<file path="src/mlm_defs.vh">
`ifndef MLM_DEFS_VH
`define MLM_DEFS_VH

// Register offsets
`define MLM_ADDR_VAL0    8'h20
`define MLM_ADDR_LTEMP   8'h27
`define MLM_ADDR_LIM0    8'h2B
`define MLM_ADDR_LIMLAST 8'h3A
`define MLM_ADDR_CFG     8'h40
`define MLM_ADDR_ST1     8'h41
`define MLM_ADDR_ST2     8'h42

// Field positions
`define MLM_CFG_START    0
`define MLM_ST2_DFAULT   6

// Reset values
`define MLM_RST_BYTE     8'h00

// Channels
`define MLM_NCH          8
`define MLM_CH_REMOTE    3'h6
`define MLM_CH_LOCAL     3'h7
`define MLM_AVG_N        16
`define MLM_AVG_LAST     4'hF

// Timing
`define MLM_CLK_MHZ      200
`define MLM_T_CONV_US    11600
`define MLM_T_REMOTE_US  34800
`define MLM_CONV_CYC     (`MLM_T_CONV_US * `MLM_CLK_MHZ)
`define MLM_REM_SUB_CYC  ((`MLM_T_REMOTE_US * `MLM_CLK_MHZ) / `MLM_AVG_N)

`endif

</file>
<file path="src/mlm_avg16.v">
`timescale 1ns/1ps
`include "mlm_defs.vh"

// Running sum of signed samples, divided by sixteen on the way out
module mlm_avg16 (
  input  wire              clk_i,
  input  wire              rst_i,
  input  wire              clr_i,
  input  wire              add_i,
  input  wire        [7:0] smp_i,
  output wire        [7:0] avg_o
);

  reg  signed [11:0] acc_q;
  wire signed [11:0] smp_ext;

  assign smp_ext = {{4{smp_i[7]}}, smp_i};

  // Clear has priority so a fresh measurement never inherits old samples
  always @(posedge clk_i) begin
    if (rst_i || clr_i) begin
      acc_q <= 12'h000;
    end else if (add_i) begin
      acc_q <= acc_q + smp_ext;
    end
  end

  // Arithmetic shift truncates toward minus infinity
  assign avg_o = acc_q[11:4];

endmodule

</file>
<file path="src/mlm_lim.v">
`timescale 1ns/1ps

// Window comparator; equality with a limit counts as inside
module mlm_lim (
  input  wire [7:0] val_i,
  input  wire [7:0] hi_i,
  input  wire [7:0] lo_i,
  input  wire       sgn_i,
  output wire       oor_o
);

  wire above_s;
  wire below_s;
  wire above_u;
  wire below_u;

  assign above_s = $signed(val_i) > $signed(hi_i);
  assign below_s = $signed(val_i) < $signed(lo_i);
  assign above_u = val_i > hi_i;
  assign below_u = val_i < lo_i;

  assign oor_o = sgn_i ? (above_s | below_s) : (above_u | below_u);

endmodule

</file>
<file path="src/mlm_loop.v">
`timescale 1ns/1ps
`include "mlm_defs.vh"

module mlm_loop #(
  parameter [31:0] CONV_CYC    = `MLM_CONV_CYC,
  parameter [31:0] REM_SUB_CYC = `MLM_REM_SUB_CYC
) (
  input  wire       clk_i,
  input  wire       rst_i,
  input  wire [7:0] reg_addr_i,
  input  wire       reg_wr_i,
  input  wire [7:0] reg_wdata_i,
  input  wire       reg_rd_i,
  output reg  [7:0] reg_rdata_o,
  input  wire [7:0] adc_data_i,
  input  wire       adc_valid_i,
  input  wire       diode_fault_i,
  output reg        adc_start_o,
  output reg  [2:0] adc_chan_o,
  output reg  [7:0] status1_o,
  output reg  [7:0] status2_o,
  output reg        irq_o,
  output reg        low_power_o
);

  localparam [1:0] S_IDLE  = 2'b00;
  localparam [1:0] S_CONV  = 2'b01;
  localparam [1:0] S_STORE = 2'b10;
  localparam [1:0] S_CMP   = 2'b11;

  reg  [1:0]  state_q;
  reg  [31:0] cnt_q;
  reg  [3:0]  sub_q;
  reg  [7:0]  smp_q;
  reg  [7:0]  cfg_q;
  reg  [7:0]  val_q [0:`MLM_NCH-1];
  reg  [7:0]  hi_q  [0:`MLM_NCH-1];
  reg  [7:0]  lo_q  [0:`MLM_NCH-1];
  reg  [7:0]  rd_d;
  reg  [7:0]  st1_d;
  reg  [7:0]  st2_d;
  integer     i;
  integer     j;

  wire        start;
  wire        is_remote;
  wire [31:0] slot_len;
  wire        slot_end;
  wire        avg_add;
  wire        avg_clr;
  wire [7:0]  avg_val;
  wire        oor;
  wire        sgn;
  wire [7:0]  val_off;
  wire [7:0]  lim_off;
  wire        in_val;
  wire        in_lim;
  wire [2:0]  lim_ch;
  wire        st1_rd;
  wire [7:0]  cmp_val;
  wire [7:0]  cmp_hi;
  wire [7:0]  cmp_lo;
  wire        cmp_en;
  wire        fault_en;
  wire        irq_set;
  wire        irq_clr;

  assign start     = cfg_q[`MLM_CFG_START];
  assign is_remote = (adc_chan_o == `MLM_CH_REMOTE);
  // Remote slots are one sixteenth of the full averaged measurement
  assign slot_len  = is_remote ? REM_SUB_CYC : CONV_CYC;
  assign slot_end  = (state_q == S_CONV) && (cnt_q == slot_len - 32'd1);
  assign avg_add   = slot_end && is_remote;
  assign avg_clr   = (state_q == S_IDLE) ||
                     ((state_q == S_STORE) && (sub_q == `MLM_AVG_LAST));

  // Address decode for value and limit windows
  assign val_off = reg_addr_i - `MLM_ADDR_VAL0;
  assign lim_off = reg_addr_i - `MLM_ADDR_LIM0;
  assign in_val  = (reg_addr_i >= `MLM_ADDR_VAL0) &&
                   (reg_addr_i <= `MLM_ADDR_LTEMP);
  assign in_lim  = (reg_addr_i >= `MLM_ADDR_LIM0) &&
                   (reg_addr_i <= `MLM_ADDR_LIMLAST);
  assign lim_ch  = lim_off[3:1];
  assign st1_rd  = reg_rd_i && (reg_addr_i == `MLM_ADDR_ST1);

  // Temperature channels are the two highest indices
  assign sgn     = (adc_chan_o == `MLM_CH_REMOTE) ||
                   (adc_chan_o == `MLM_CH_LOCAL);
  assign cmp_val = val_q[adc_chan_o];
  assign cmp_hi  = hi_q[adc_chan_o];
  assign cmp_lo  = lo_q[adc_chan_o];

  // Update strobes; gated by start so an aborted slot leaves status alone
  assign cmp_en   = start && (state_q == S_CMP);
  assign fault_en = start && (state_q == S_STORE) && is_remote &&
                    (sub_q == `MLM_AVG_LAST);
  // Set beats clear, so an event in the read cycle is never lost
  assign irq_set  = cmp_en && oor;
  assign irq_clr  = st1_rd;

  mlm_avg16 u_avg (
    .clk_i (clk_i),
    .rst_i (rst_i),
    .clr_i (avg_clr),
    .add_i (avg_add),
    .smp_i (adc_data_i),
    .avg_o (avg_val)
  );

  mlm_lim u_lim (
    .val_i (cmp_val),
    .hi_i  (cmp_hi),
    .lo_i  (cmp_lo),
    .sgn_i (sgn),
    .oor_o (oor)
  );

  // Host writes: configuration and limits; values and status are read only
  always @(posedge clk_i) begin
    if (rst_i) begin
      cfg_q <= `MLM_RST_BYTE;
      for (i = 0; i < `MLM_NCH; i = i + 1) begin
        hi_q[i] <= `MLM_RST_BYTE;
        lo_q[i] <= `MLM_RST_BYTE;
      end
    end else if (reg_wr_i) begin
      if (reg_addr_i == `MLM_ADDR_CFG) begin
        cfg_q <= reg_wdata_i;
      end else if (in_lim) begin
        if (lim_off[0]) begin
          lo_q[lim_ch] <= reg_wdata_i;
        end else begin
          hi_q[lim_ch] <= reg_wdata_i;
        end
      end
    end
  end

  // Read mux; unmapped addresses return zero
  always @* begin
    rd_d = `MLM_RST_BYTE;
    if (in_val) begin
      rd_d = val_q[val_off[2:0]];
    end else if (in_lim) begin
      rd_d = lim_off[0] ? lo_q[lim_ch] : hi_q[lim_ch];
    end else begin
      case (reg_addr_i)
        `MLM_ADDR_CFG: rd_d = cfg_q;
        `MLM_ADDR_ST1: rd_d = status1_o;
        `MLM_ADDR_ST2: rd_d = status2_o;
        default:       rd_d = `MLM_RST_BYTE;
      endcase
    end
  end

  // Read data lands one cycle after the strobe, no side effect on status
  always @(posedge clk_i) begin
    if (rst_i) begin
      reg_rdata_o <= `MLM_RST_BYTE;
    end else if (reg_rd_i) begin
      reg_rdata_o <= rd_d;
    end
  end

  // Sample capture from the converter during a slot
  always @(posedge clk_i) begin
    if (rst_i) begin
      smp_q <= `MLM_RST_BYTE;
    end else if (adc_valid_i && state_q == S_CONV) begin
      smp_q <= adc_data_i;
    end
  end

  // Round-robin sequencer; dropping the start bit aborts the current slot
  always @(posedge clk_i) begin
    if (rst_i) begin
      state_q     <= S_IDLE;
      cnt_q       <= 32'h0000_0000;
      sub_q       <= 4'h0;
      adc_chan_o  <= 3'h0;
      adc_start_o <= 1'b0;
      low_power_o <= 1'b1;
      for (j = 0; j < `MLM_NCH; j = j + 1) begin
        val_q[j] <= `MLM_RST_BYTE;
      end
    end else begin
      adc_start_o <= 1'b0;
      low_power_o <= ~start;
      if (!start) begin
        state_q    <= S_IDLE;
        cnt_q      <= 32'h0000_0000;
        sub_q      <= 4'h0;
        adc_chan_o <= 3'h0;
      end else begin
        case (state_q)
          S_IDLE: begin
            state_q     <= S_CONV;
            cnt_q       <= 32'h0000_0000;
            adc_start_o <= 1'b1;
          end
          S_CONV: begin
            if (slot_end) begin
              state_q <= S_STORE;
            end else begin
              cnt_q <= cnt_q + 32'd1;
            end
          end
          S_STORE: begin
            cnt_q <= 32'h0000_0000;
            if (is_remote && sub_q != `MLM_AVG_LAST) begin
              // More sub-conversions still to accumulate
              sub_q       <= sub_q + 4'h1;
              state_q     <= S_CONV;
              adc_start_o <= 1'b1;
            end else begin
              sub_q   <= 4'h0;
              state_q <= S_CMP;
              if (is_remote) begin
                val_q[adc_chan_o] <= avg_val;
              end else begin
                val_q[adc_chan_o] <= smp_q;
              end
            end
          end
          S_CMP: begin
            // Fixed rotation, wraps after the last channel
            adc_chan_o  <= adc_chan_o + 3'h1;
            state_q     <= S_CONV;
            adc_start_o <= 1'b1;
          end
          default: begin
            state_q <= S_IDLE;
          end
        endcase
      end
    end
  end

  // Next status: only the channel just compared, or the fault bit, moves
  always @* begin
    st1_d = status1_o;
    st2_d = status2_o;
    if (fault_en) begin
      st2_d[`MLM_ST2_DFAULT] = diode_fault_i;
    end
    if (cmp_en) begin
      case (adc_chan_o)
        3'h0:    st1_d[0] = oor;
        3'h1:    st1_d[1] = oor;
        3'h2:    st1_d[2] = oor;
        3'h3:    st1_d[3] = oor;
        3'h4:    st2_d[0] = oor;
        3'h5:    st2_d[1] = oor;
        // Temperature bits sit apart from the voltage bits
        3'h6:    st1_d[5] = oor;
        3'h7:    st1_d[4] = oor;
        default: st1_d = status1_o;
      endcase
    end
  end

  // Status registers; host reads never write them, so polling is harmless
  always @(posedge clk_i) begin
    if (rst_i) begin
      status1_o <= `MLM_RST_BYTE;
      status2_o <= `MLM_RST_BYTE;
    end else begin
      status1_o <= st1_d;
      status2_o <= st2_d;
    end
  end

  // Sticky interrupt; a fresh out-of-limit result beats the clearing read
  always @(posedge clk_i) begin
    if (rst_i) begin
      irq_o <= 1'b0;
    end else if (irq_set) begin
      irq_o <= 1'b1;
    end else if (irq_clr) begin
      irq_o <= 1'b0;
    end
  end

endmodule

</file>
<file path="config.mk">
export PLATFORM = sky130hd
export DESIGN_NAME = mlm_loop
export DESIGN_NICKNAME = d
export VERILOG_FILES = /design/src/mlm_avg16.v /design/src/mlm_lim.v /design/src/mlm_loop.v
export VERILOG_INCLUDE_DIRS = /design/src
export SDC_FILE = /design/constraint.sdc
export NUM_CORES = 1
export LEC_CHECK = 0
export BUFFER_PORTS_ARGS = -buffer_cell sky130_fd_sc_hd__buf_2
export CAP_MARGIN = 20
export CELL_PAD_IN_SITES_DETAIL_PLACEMENT = 0
export CELL_PAD_IN_SITES_GLOBAL_PLACEMENT = 1
export CORE_MARGIN = 2
export CORE_UTILIZATION = 55
export CTS_CLUSTER_DIAMETER = 60
export DETAILED_ROUTE_END_ITERATION = 10
export GPL_TIMING_DRIVEN = 0
export PLACE_DENSITY = 0.9
export SLEW_MARGIN = 30
export SYNTH_ARGS = -nofsm -noshare
export SYNTH_HDL_FRONTEND = slang
export SYNTH_SLANG_ARGS = --single-unit
</file>
<file path="constraint.sdc">
create_clock -name clk_i -period 9.65 [get_ports clk_i]
set_input_delay 2.895 -clock clk_i [delete_from_list [all_inputs] [get_ports clk_i]]
set_output_delay 2.895 -clock clk_i [all_outputs]
set_load 0.1 [all_outputs]
</file>
==> impl_results.md, run 1 <==
- Slowest CP cell: nor2_1
- Number of flops mapped to enable cells by yosys: 192
- FF-to-FF path depth: 12
- WP depth: 12
- Total wire length: between 40 and 50 mm
- CP Class: in2reg
- Synth Area in Adders: 0.03468
- Num CTS Buffers: 31
- Synth warn: 0
- Post-cts sizing count: 0
- Commonest cells in the netlist: edfxtp_1, nor2_1, and2_1
- Final Net Count: approximately 1600
- Crit end category: flip-flop
- DR vias/cell: around 6.6
- Syn_area_per_cell: about 11 um2
- Clk pwr share: 0.433
- Final Max Tran Viols: 0
- Asr flop ratio synth: 0
- Minimum clock period: approximately 7.7 ns
- Outcome: completed
- DR WL/cell: around 25 um
- WP buf/inv: 8
- Die Width: ~170 um
- Layout cell share with drive strength beyond 1: 0.1613
- Drc violations: 0
- Synth top area cells: edfxtp_1, dfxtp_1, mux4_2, and2_1, nor2_1
- CP required: a little under 10 ns
- Fillers: about 2300
- Starting Density: 0.5616
- Final setup margin: around 1.9 ns
- Hpwl dp: between 30 and 40 mm
- Tightest Pin Transition: 1.074 ns
- Multi-input gate area: roughly 0.0077 mm2
- Netlist cell types: 83
- Top cell by count, worst path: buf_2
- Final Cycle Share: 0.8013
- Antenna cells: 0
- Seq pwr share: 0.473
- Peak VDD IR: around 0.13 mV
- Crit path DAT: between 7 and 8 ns
- Internal Pwr Total: 2.186 mW
- Core area: ~0.028 mm2
- Power per cell area: approximately 160 mW/mm2
- Worst Hold Class: reg2reg
- Count leader, synth: edfxtp_1
- Global Route Usage Sum: 0.3182
- Combinational Power Share: 0.094
- Largest family of logic cells by synthesized area: simple AND/OR/NAND/NOR gates
- RSZ-0062 raised after global routing: no
- XOR/XNOR Fraction of Synth Area: 0.01949
- Post-Syn Instances: 1399
- Simple-gate share of the synthesized area: 0.1905
- DRT antenna net count: 0
- Iter 0 DRT Violations: around 1700
- First-pass GRT wire length: a little over 70 mm
- CP Launch Type: primary input
- Largest net degree at the start of global routing: 16
- Multiplexer share of the synthesized area: 0.1529
- Area Growth Syn to Fin: 11.75%
- Seq/Total Area, Yosys: 0.4836
- Fmax: around 0.13 GHz
- Grt total ovfl: 0
- Final Hold Fails: 0
- Port Buf Inserts: 50
- Compound-cell area share of the yosys netlist: 0.08988
- Final GP Congestion: approximately 0.97
- P_leak: about 6 nW
- Clk sinks: about 280
- Layout Skew: ~0.013 ns
- Pre-antenna DRT Iters: 6
- Worst path cell trace: buf_2 -> buf_2 -> buf_1 -> inv_1 -> ha_1 -> buf_2 -> buf_2 -> buf_1 -> clkbuf_1 -> nand2_1 -> nor2_1 -> or2_1
- Top FF cell, synth: edfxtp_1
- Die Height: roughly 170 um
- Clock Latency Late Sink: about 0.57 ns
- CTS clk-pin slew, worst paths: roughly 0.06 ns
- Longest Clk Path Bufs: 3
- CP max FO: 10
- Vias in the first global route: about 12000
- Final setup fails: 0
- Hold_buf cts: 0
- Clk root buf: clkbuf_16
- Place WS: about 1.6 ns
- Switching Share: 0.2457
- Largest delay share family, worst path: buffers and inverters
- Post-CTS Setup Inserts: 0
- CTS tree: done
- Max_cap viols: 0
- Total vias in the final route: 12390
- Yosys reg bits: about 280
- Pwr Total: roughly 2.9 mW
- Setup TNS: 0 ns
- # IOs: 60
- Relative slew slack: 0.2842
- Crit-path max cell delay: between 0.6 and 0.7 ns
- Synth area leader: edfxtp_1
- FF+latch area: approximately 0.0076 mm2
- Share of the synthesized area in the top cell type: 0.3665
- Initial antenna violation count: 0
- Psw: approximately 0.71 mW
- H-tree levels: 1
- Die area: ~0.03 mm2
- Syn Std Cell Area: between 0.015 and 0.02 mm2
- Row Count: just over 60
- WHS Path Cells: 2
## registers in the layout (all words and copies together) (netlist names), named ones only
signal	cells
hi_q	64
state_q	2
lo_q	64
low_power_o	1
cfg_q	8
status2_o	3
sub_q	4
cnt_q	32
adc_chan_o	3
irq_o	1
adc_start_o	1
smp_q	8
reg_rdata_o	8
val_q	64
status1_o	6
u_avg.acc_q	12
## routing by layer
metal	vias up	GRT usage	wire length, um
li1	5421	-	-
met1	6056	0.4250	18480
met2	744	0.4950	21930
met3	173	0.07564	5241
met4	0	0.1469	2433
met5	-	0	0
## area by class of cell
type                       count  share of cell area
sequential                   284              0.4327
clock inverter                20             0.01509
buffer                        81             0.02085
multi-input combinational   1016              0.4394
inverter                      24            0.005125
timing repair buffer          51             0.01452
tap                          378             0.02690
clock buffer                  37             0.04541
## metrics by stage
stage,hold slack [ns],area (um2),cells,utilization
floorplan,0.4356,15750,1405,-
global placement,0.4450,16480,1833,0.5882
detailed placement,0.4477,16500,1834,0.5892
CTS,0.4561,17570,1891,0.6272
global route,0.4841,17580,1891,0.6276
finish,0.4563,17580,1891,0.6276
## path summary, 6_finish.rpt
kind | from | to | slack, ns
max reg2reg | flip-flop | status1_o[1] | 4.96
min reg2reg | smp_q[0] | smp_q[0] | 0.46
max | reg_addr_i[1] | hi_q[1][0] | 1.92
min | smp_q[0] | smp_q[0] | 0.46
## power by group through the flow
stage / registers, mW / logic (mW) / clock network, mW
floorplan: 1.39 / 0.167 / 0
CTS: 1.37 / 0.262 / 1.25
detailed placement: 1.39 / 0.261 / 0
global placement: 1.39 / 0.256 / 0
global route: 1.37 / 0.283 / 1.30
finish: 1.37 / 0.271 / 1.26
## cell usage in the layout, fill, tap and decap left out, types with 13 or more instances in the layout
master and count:
a21oi_1 43, a22oi_1 16, and2_1 137, and3_1 15
buf_2 64, clkbuf_1 56, clkbuf_16 31, dfxtp_1 92
edfxtp_1 192, ha_1 42, inv_1 24, mux2_2 19
mux2i_1 53, mux4_2 72, nand2_1 86, nand2b_1 13
nand3_1 52, nand4_1 22, nor2_1 169, nor2b_1 13
o21ai_0 37, xor2_1 26
## tightest hold or removal path: cells and delay by family, from the launching register on
kind	cells	cell delay (ns)
and+or+nand+nor	1	0.05
AOI/OAI and AO/OA	1	0.05
DFF	1	0.31
## cell families (layout without fill, tap and decap cells)
| logic type | count (synthesis) | after routing |
|---|---|---|
| other | 1 | 7 |
| XOR/XNOR | 35 | 35 |
| AND/OR/NAND/NOR | 581 | 581 |
| AO/OA/AOI/OAI | 202 | 202 |
| flip-flops | 284 | 284 |
| multiplexers | 148 | 148 |
| adder cells (fa/ha/maj) | 43 | 43 |
| buffers and inverters | 105 | 213 |
Note: power is estimated with default switching activity, not from simulation.
==> run 2, diff against run 1 <==
--- a/config.mk
+++ b/config.mk
@@ -6,16 +6,17 @@
 export SDC_FILE = /design/constraint.sdc
 export NUM_CORES = 1
 export LEC_CHECK = 0
+export ABC_AREA = 1
 export BUFFER_PORTS_ARGS = -buffer_cell sky130_fd_sc_hd__buf_2
 export CAP_MARGIN = 20
 export CELL_PAD_IN_SITES_DETAIL_PLACEMENT = 0
 export CELL_PAD_IN_SITES_GLOBAL_PLACEMENT = 1
 export CORE_MARGIN = 2
-export CORE_UTILIZATION = 55
+export CORE_UTILIZATION = 47
 export CTS_CLUSTER_DIAMETER = 60
 export DETAILED_ROUTE_END_ITERATION = 10
 export GPL_TIMING_DRIVEN = 0
-export PLACE_DENSITY = 0.9
+export PLACE_DENSITY = 0.85
 export SLEW_MARGIN = 30
 export SYNTH_ARGS = -nofsm -noshare
 export SYNTH_HDL_FRONTEND = slang
==> constraint.sdc (replaced) <==
create_clock -name clk_i -period 7.6 [get_ports clk_i]
set_input_delay 2.28 -clock clk_i [delete_from_list [all_inputs] [get_ports clk_i]]
set_output_delay 2.28 -clock clk_i [all_outputs]
set_load 0.1 [all_outputs]
==> run 2 against run 1 <==
Net effect: cell area is 5.1% higher; largest power group is now clock; clock skew grew 0.0021 ns; utilization is 9.1 points lower; register-to-register slack worse by 2.3 ns; clock-buffer cell count grew 14; critical path type unchanged; power is 33% higher.
==> impl_results.md, run 2 <==
- Global Route Usage Sum: 0.3300
- Grt total ovfl: 0
- Final Net Count: ~2300
- Largest delay share family, worst path: buffers and inverters
- Peak VDD IR: between 0.15 and 0.2 mV
- Power per cell area: between 200 and 250 mW/mm2
- Total wire length: ~60 mm
- Leading cell type in the layout, fill and taps excluded: nand2_1
- Count leader, synth: nand2_1
- Top cell by count, worst path: o21ai_0
- RSZ-0062 raised after global routing: no
- First-pass GRT wire length: 88.71 mm
- Synth area leader: edfxtp_1
- DR vias/cell: between 5 and 6
- CTS tree: done
- Die area: 0.03638 mm2
- Final Max Tran Viols: 0
- Fmax: between 0.15 and 0.2 GHz
- Share of the synthesized area in the top cell type: 0.3518
- Total vias in the final route: ~16000
- Post-cts sizing count: 0
- Die Width: between 150 and 200 um
- Place WS: about 1.5 ns
- Final instance area: about 0.018 mm2
- Slowest CP cell: o21ai_0
- P_leak: between 7 and 8 nW
- Pre-antenna DRT Iters: 7
- Hold_buf cts: 0
- Commonest cells in the netlist: nand2_1, nor2_1, o21ai_0
- Final Cycle Share: 0.7501
- CP Class: in2reg
- Port Buf Inserts: 51
- # IOs: 60
- Synth warn: 0
- Syn_area_per_cell: 7.662 um2
- Initial antenna violation count: 0
- Max_cap viols: 0
- Number of flops mapped to enable cells by yosys: 192
- DR WL/cell: roughly 22 um
- Placed Area: roughly 0.017 mm2
- Layout Skew: roughly 0.015 ns
- Tightest Pin Transition: ~1.1 ns
- Area Growth Syn to Fin: 12.76%
- Layout cell share with drive strength beyond 1: 0.07876
- Vias in the first global route: 14910
- Worst path cell trace: buf_2 -> buf_2 -> inv_1 -> buf_1 -> ha_1 -> clkbuf_1 -> clkbuf_1 -> o21ai_0 -> nand2_1 -> a21oi_1 -> o21ai_0 -> nand3_1 -> o21ai_0 -> a21oi_1
- Core area: 0.03446 mm2
- Worst Hold Class: reg2reg
- Clk root buf: clkbuf_16
- Top FF cell, synth: edfxtp_1
- Clock Latency Late Sink: between 0.5 and 0.6 ns
- Iter 0 DRT Violations: about 1600
- Hold Slack: approximately 0.46 ns
- Final setup fails: 0
- Commonest non-fill, non-tap cells in the layout: nand2_1, nor2_1, o21ai_0
- Yosys reg bits: ~280
- CTS clk-pin slew, worst paths: about 0.060 ns
- Crit-path max cell delay: around 0.58 ns
- Crit path DAT: a little over 6 ns
- Row Count: 68
- Minimum clock period: approximately 5.7 ns
- Longest Clk Path Bufs: 3
- Relative slew slack: 0.2830
- Largest registers: hi_q: 64 flops, lo_q: 64 flops, val_q: 64 flops
- Antenna cells: 0
- Largest net degree at the start of global routing: 16
- CP max FO: 11
- Drc violations: 0
- Final Hold Fails: 0
- Asr flop ratio synth: 0
- Netlist cell types: 45
- Final GP Congestion: between 0.9 and 1
- Syn Std Cell Area: around 0.016 mm2
- Setup TNS: 0 ns
- Crit end category: flip-flop
- DRT antenna net count: 0
- Final setup margin: 1.900 ns
- Post-CTS Setup Inserts: 0
- Post-Syn Instances: 2139
- Outcome: completed
- H-tree levels: 2
- CP required: 8.00 ns
- WP buf/inv: 6
- Seq/Total Area, Yosys: 0.4642
- Num CTS Buffers: 36
- Final core utilization: 0.5363
- CP Launch Type: primary input
- Hpwl dp: ~44 mm
- Die Height: around 190 um
- Starting Density: 0.4756
- Synth top area cells: edfxtp_1, dfxtp_1, nand2_1, nor2_1, o21ai_0
- Clk sinks: 284
run 2: cell count changes after synthesis, sizes merged, moves of 61 or more:
cell / delta
nand2: +308
o21ai: +211
inv: +178
nor2: +174
a21oi: +149
and2: -138
mux4: -72
nand3: +61
run 2: final timing paths:
kind,from,to,slack (ns),depth (start not counted)
max,reg_addr_i[0],reg_rdata_o[7],1.90,14
min,u_avg.acc_q[2],u_avg.acc_q[2],0.46,2
max reg2reg,flip-flop,status1_o[0],2.67,17
min reg2reg,u_avg.acc_q[2],u_avg.acc_q[2],0.46,2
run 2: worst min-delay path: stages (launching register included):
cell,delay [ns]
dfxtp_1,0.31
inv_1,0.05
a21oi_1,0.05
run 2: layout make-up:
| type | instances | area (um2) |
|---|---|---|
| clock inverter | 13 | 167.7 |
| fill | 3350 | 15980 |
| clock buffer | 51 | 1071 |
| sequential | 284 | 7607 |
| timing repair buffer | 51 | 255.2 |
| tap | 455 | 569.3 |
| inverter | 206 | 773.2 |
| multi-input combinational | 1536 | 7526 |
| buffer | 119 | 511.7 |
run 2: power by group:
group | switching [mW] | internal (mW)
Clock | 0.700 | 1.09
Combinational | 0.260 | 0.0859
Sequential | 0.0226 | 1.69
run 2: metal layers:
metal / track usage / part of all wire / vias to the layer above
li1: - / - / 7395
met4: 0.1998 / 0.065 / 0
met2: 0.5382 / 0.46 / 760
met3: 0.06441 / 0.083 / 205
met5: 0 / 0 / -
met1: 0.4039 / 0.39 / 7381
run 2: logic make-up (layout without fill, tap and decap cells):
| kind of cell | Yosys count | count (layout) | synth area share |
|---|---|---|---|
| AND/OR/NAND/NOR | 947 | 947 | 0.2418 |
| AO/OA/AOI/OAI | 505 | 505 | 0.1634 |
| buffers and inverters | 325 | 440 | 0.07833 |
| flip-flops | 284 | 284 | 0.4642 |
| adder cells (fa/ha/maj) | 43 | 43 | 0.03328 |
| XOR/XNOR | 31 | 31 | 0.01702 |
| multiplexers | 3 | 3 | 0.001832 |
| other | 1 | 7 | 0.0002288 |
run 2: through the flow:
| step | total power, mW | std cells |
|---|---|---|
| finish | 3.855 | 2715 |
| global route | 3.948 | 2715 |
| CTS | 3.847 | 2715 |
| detailed placement | 2.083 | 2651 |
| global placement | 2.079 | 2651 |
| floorplan | 1.961 | 2145 |
==> run 3, diff against run 2 <==
--- a/config.mk
+++ b/config.mk
@@ -12,11 +12,11 @@
 export CELL_PAD_IN_SITES_DETAIL_PLACEMENT = 0
 export CELL_PAD_IN_SITES_GLOBAL_PLACEMENT = 1
 export CORE_MARGIN = 2
-export CORE_UTILIZATION = 47
+export CORE_UTILIZATION = 42
 export CTS_CLUSTER_DIAMETER = 60
 export DETAILED_ROUTE_END_ITERATION = 10
 export GPL_TIMING_DRIVEN = 0
-export PLACE_DENSITY = 0.85
+export PLACE_DENSITY = 0.8
 export SLEW_MARGIN = 30
 export SYNTH_ARGS = -nofsm -noshare
 export SYNTH_HDL_FRONTEND = slang
==> constraint.sdc (replaced) <==
create_clock -name clk_i -period 5.15 [get_ports clk_i]
set_input_delay 1.545 -clock clk_i [delete_from_list [all_inputs] [get_ports clk_i]]
set_output_delay 1.545 -clock clk_i [all_outputs]
set_load 0.1 [all_outputs]
==> run 3 against run 2 <==
Net effect: first-iteration DRC count fell by 4.4%; routed wire length fell by 0.34%; worst setup slack got worse by 1.8 ns; combinational power rose by 47%; sequential cell count did not move; power rose by 42%; utilization fell by 5.8 points; hold slack improved by 0.0084 ns.
==> impl_results.md, run 3 (synthesis results as in run 2) <==
- Outcome: completed
- Layout Skew: about 0.016 ns
- Final Max Tran Viols: 0
- Final setup fails: 0
- Longest Clk Path Bufs: 3
- Fmax: around 0.2 GHz
- Port Buf Inserts: 51
- # IOs: 60
- Placed Area: around 0.017 mm2
- Clk pwr share: 0.445
- Layout cell share with drive strength beyond 1: 0.07491
- Die Width: 201.5 um
- Hpwl dp: between 40 and 50 mm
- Max_cap viols: 0
- Vias in the first global route: 15010
- P_leak: between 7 and 8 nW
- Switching Share: 0.2563
- Total vias in the final route: 15570
- Drc violations: 0
- Clk root buf: clkbuf_16
- Setup TNS: 0 ns
- Leading cell type in the layout, fill and taps excluded: nand2_1
- Commonest non-fill, non-tap cells in the layout: nand2_1, nor2_1, o21ai_0
- Final Cycle Share: 0.9774
- CP required: between 5 and 6 ns
- Combinational Power Share: 0.093
- Clk sinks: 284
- Clock Latency Late Sink: 0.55 ns
- Peak VDD IR: 0.2194 mV
- Worst setup path endpoint: reg_rdata_o[1]
- RR Endpoint: status2_o[1]
- Starting Density: 0.4251
- DRT antenna net count: 0
- DR vias/cell: 5.614
- H-tree levels: 2
- Seq pwr share: 0.463
- FF-to-FF path depth: 19
- Power per cell area: around 300 mW/mm2
- Final Net Count: ~2300
- CTS clk-pin slew, worst paths: ~0.050 ns
- CP Class: in2reg
- RSZ-0062 raised after global routing: no
- Worst Hold Class: reg2reg
- Initial antenna violation count: 1
- DR WL/cell: 21.44 um
- Largest net degree at the start of global routing: 14
- Worst path cell trace: buf_2 -> buf_2 -> inv_1 -> buf_1 -> ha_1 -> clkbuf_1 -> clkbuf_1 -> o21ai_0 -> nand2_1 -> a21oi_1 -> o21ai_0 -> nand4_1 -> nand2_1 -> a21oi_1
- Hold_buf cts: 0
- Psw: approximately 1.4 mW
- Slowest CP cell: o21ai_0
- CP max FO: 11
- CP Launch Type: primary input
- Grt total ovfl: 0
- First-pass GRT wire length: 89.89 mm
- Num CTS Buffers: 35
- Iter 0 DRT Violations: ~1500
- Internal Pwr Total: 4.075 mW
- Final setup margin: 0.1164 ns
- Die area: about 0.041 mm2
- Core area: 0.03856 mm2
- Pre-antenna DRT Iters: 5
- Tightest Pin Transition: 1.118 ns
- Crit end category: flip-flop
- Largest registers: hi_q: 64 flops, lo_q: 64 flops, val_q: 64 flops
- Relative slew slack: 0.2546
- Minimum clock period: 5.034 ns
- Reg2Reg Setup Slack: between 0.4 and 0.5 ns
- CP startpoint: reg_addr_i[0]
- Die Height: ~200 um
- Area Growth Syn to Fin: 12.44%
- Final instance area: 0.01843 mm2
- Crit-path max cell delay: roughly 0.67 ns
- CTS tree: done
- Place WS: -0.2817 ns
- Crit path DAT: approximately 5.4 ns
- Global Route Usage Sum: 0.2929
- Final Hold Fails: 0
- Final GP Congestion: 0.9495
- Row Count: roughly 70
- Total wire length: approximately 60 mm
- Antenna cells: 0
[run 3: worst min path at each step]
stage	from	depth (start not counted)	endpoint
after floorplan	cfg_q[6]	2	cfg_q[6]
after global placement	cfg_q[3]	2	cfg_q[3]
after detailed placement	u_avg.acc_q[2]	2	u_avg.acc_q[2]
after CTS	u_avg.acc_q[2]	2	u_avg.acc_q[2]
after global routing	cfg_q[7]	2	cfg_q[7]
final	cfg_q[3]	2	cfg_q[3]
[run 3: power groups by stage]
stage                     combinational, mW  sequential (mW)  clock (mW)
final                                 0.507             2.54        2.44
after global routing                  0.550             2.54        2.54
after CTS                             0.496             2.53        2.45
after detailed placement              0.494             2.58           0
after global placement                0.493             2.58           0
after floorplan                       0.311             2.58           0
[run 3: routing by layer]
metal | routed length [um] | part of all wire | track usage | vias up
met5 | 13 | 0.00022 | 0 | -
met4 | 3784 | 0.064 | 0.1673 | 2
met3 | 4731 | 0.080 | 0.06139 | 189
met2 | 27130 | 0.46 | 0.4782 | 705
met1 | 23820 | 0.40 | 0.3601 | 7285
li1 | - | - | - | 7393
[run 3: final cells by class]
type	instances	area, um2
plain buffers	119	511.7
clock buffers	51	997.2
clock inverters	9	108.9
fillers	3898	20130
inverters	206	773.2
multi-input cells	1536	7526
flip-flops and latches	284	7607
well taps	518	648.1
repair buffers	51	255.2
[run 3: per-stage QoR]
stage,utilization,total power [mW],std cells,hold WS (ns)
after CTS,0.4779,5.486,2774,0.4603
final,0.4779,5.479,2774,0.4642
after global placement,0.4491,3.072,2714,0.4448
after global routing,0.4779,5.634,2774,0.4772
after floorplan,-,2.894,2145,0.4245
after detailed placement,0.4492,3.076,2714,0.4469
[run 3: repair_timing]
action / in CTS / in global routing
setup endpoints to repair: 0 / 1
resized for setup: 0 / 2
setup buffers: 0 / 0
[run 3: worst max-delay path: cells and delay by family]
kind,cells,cell delay [ns]
fa+ha+maj,1,0.34
simple gates,3,0.41
buf+inv,6,2.11
compound gates,4,1.01
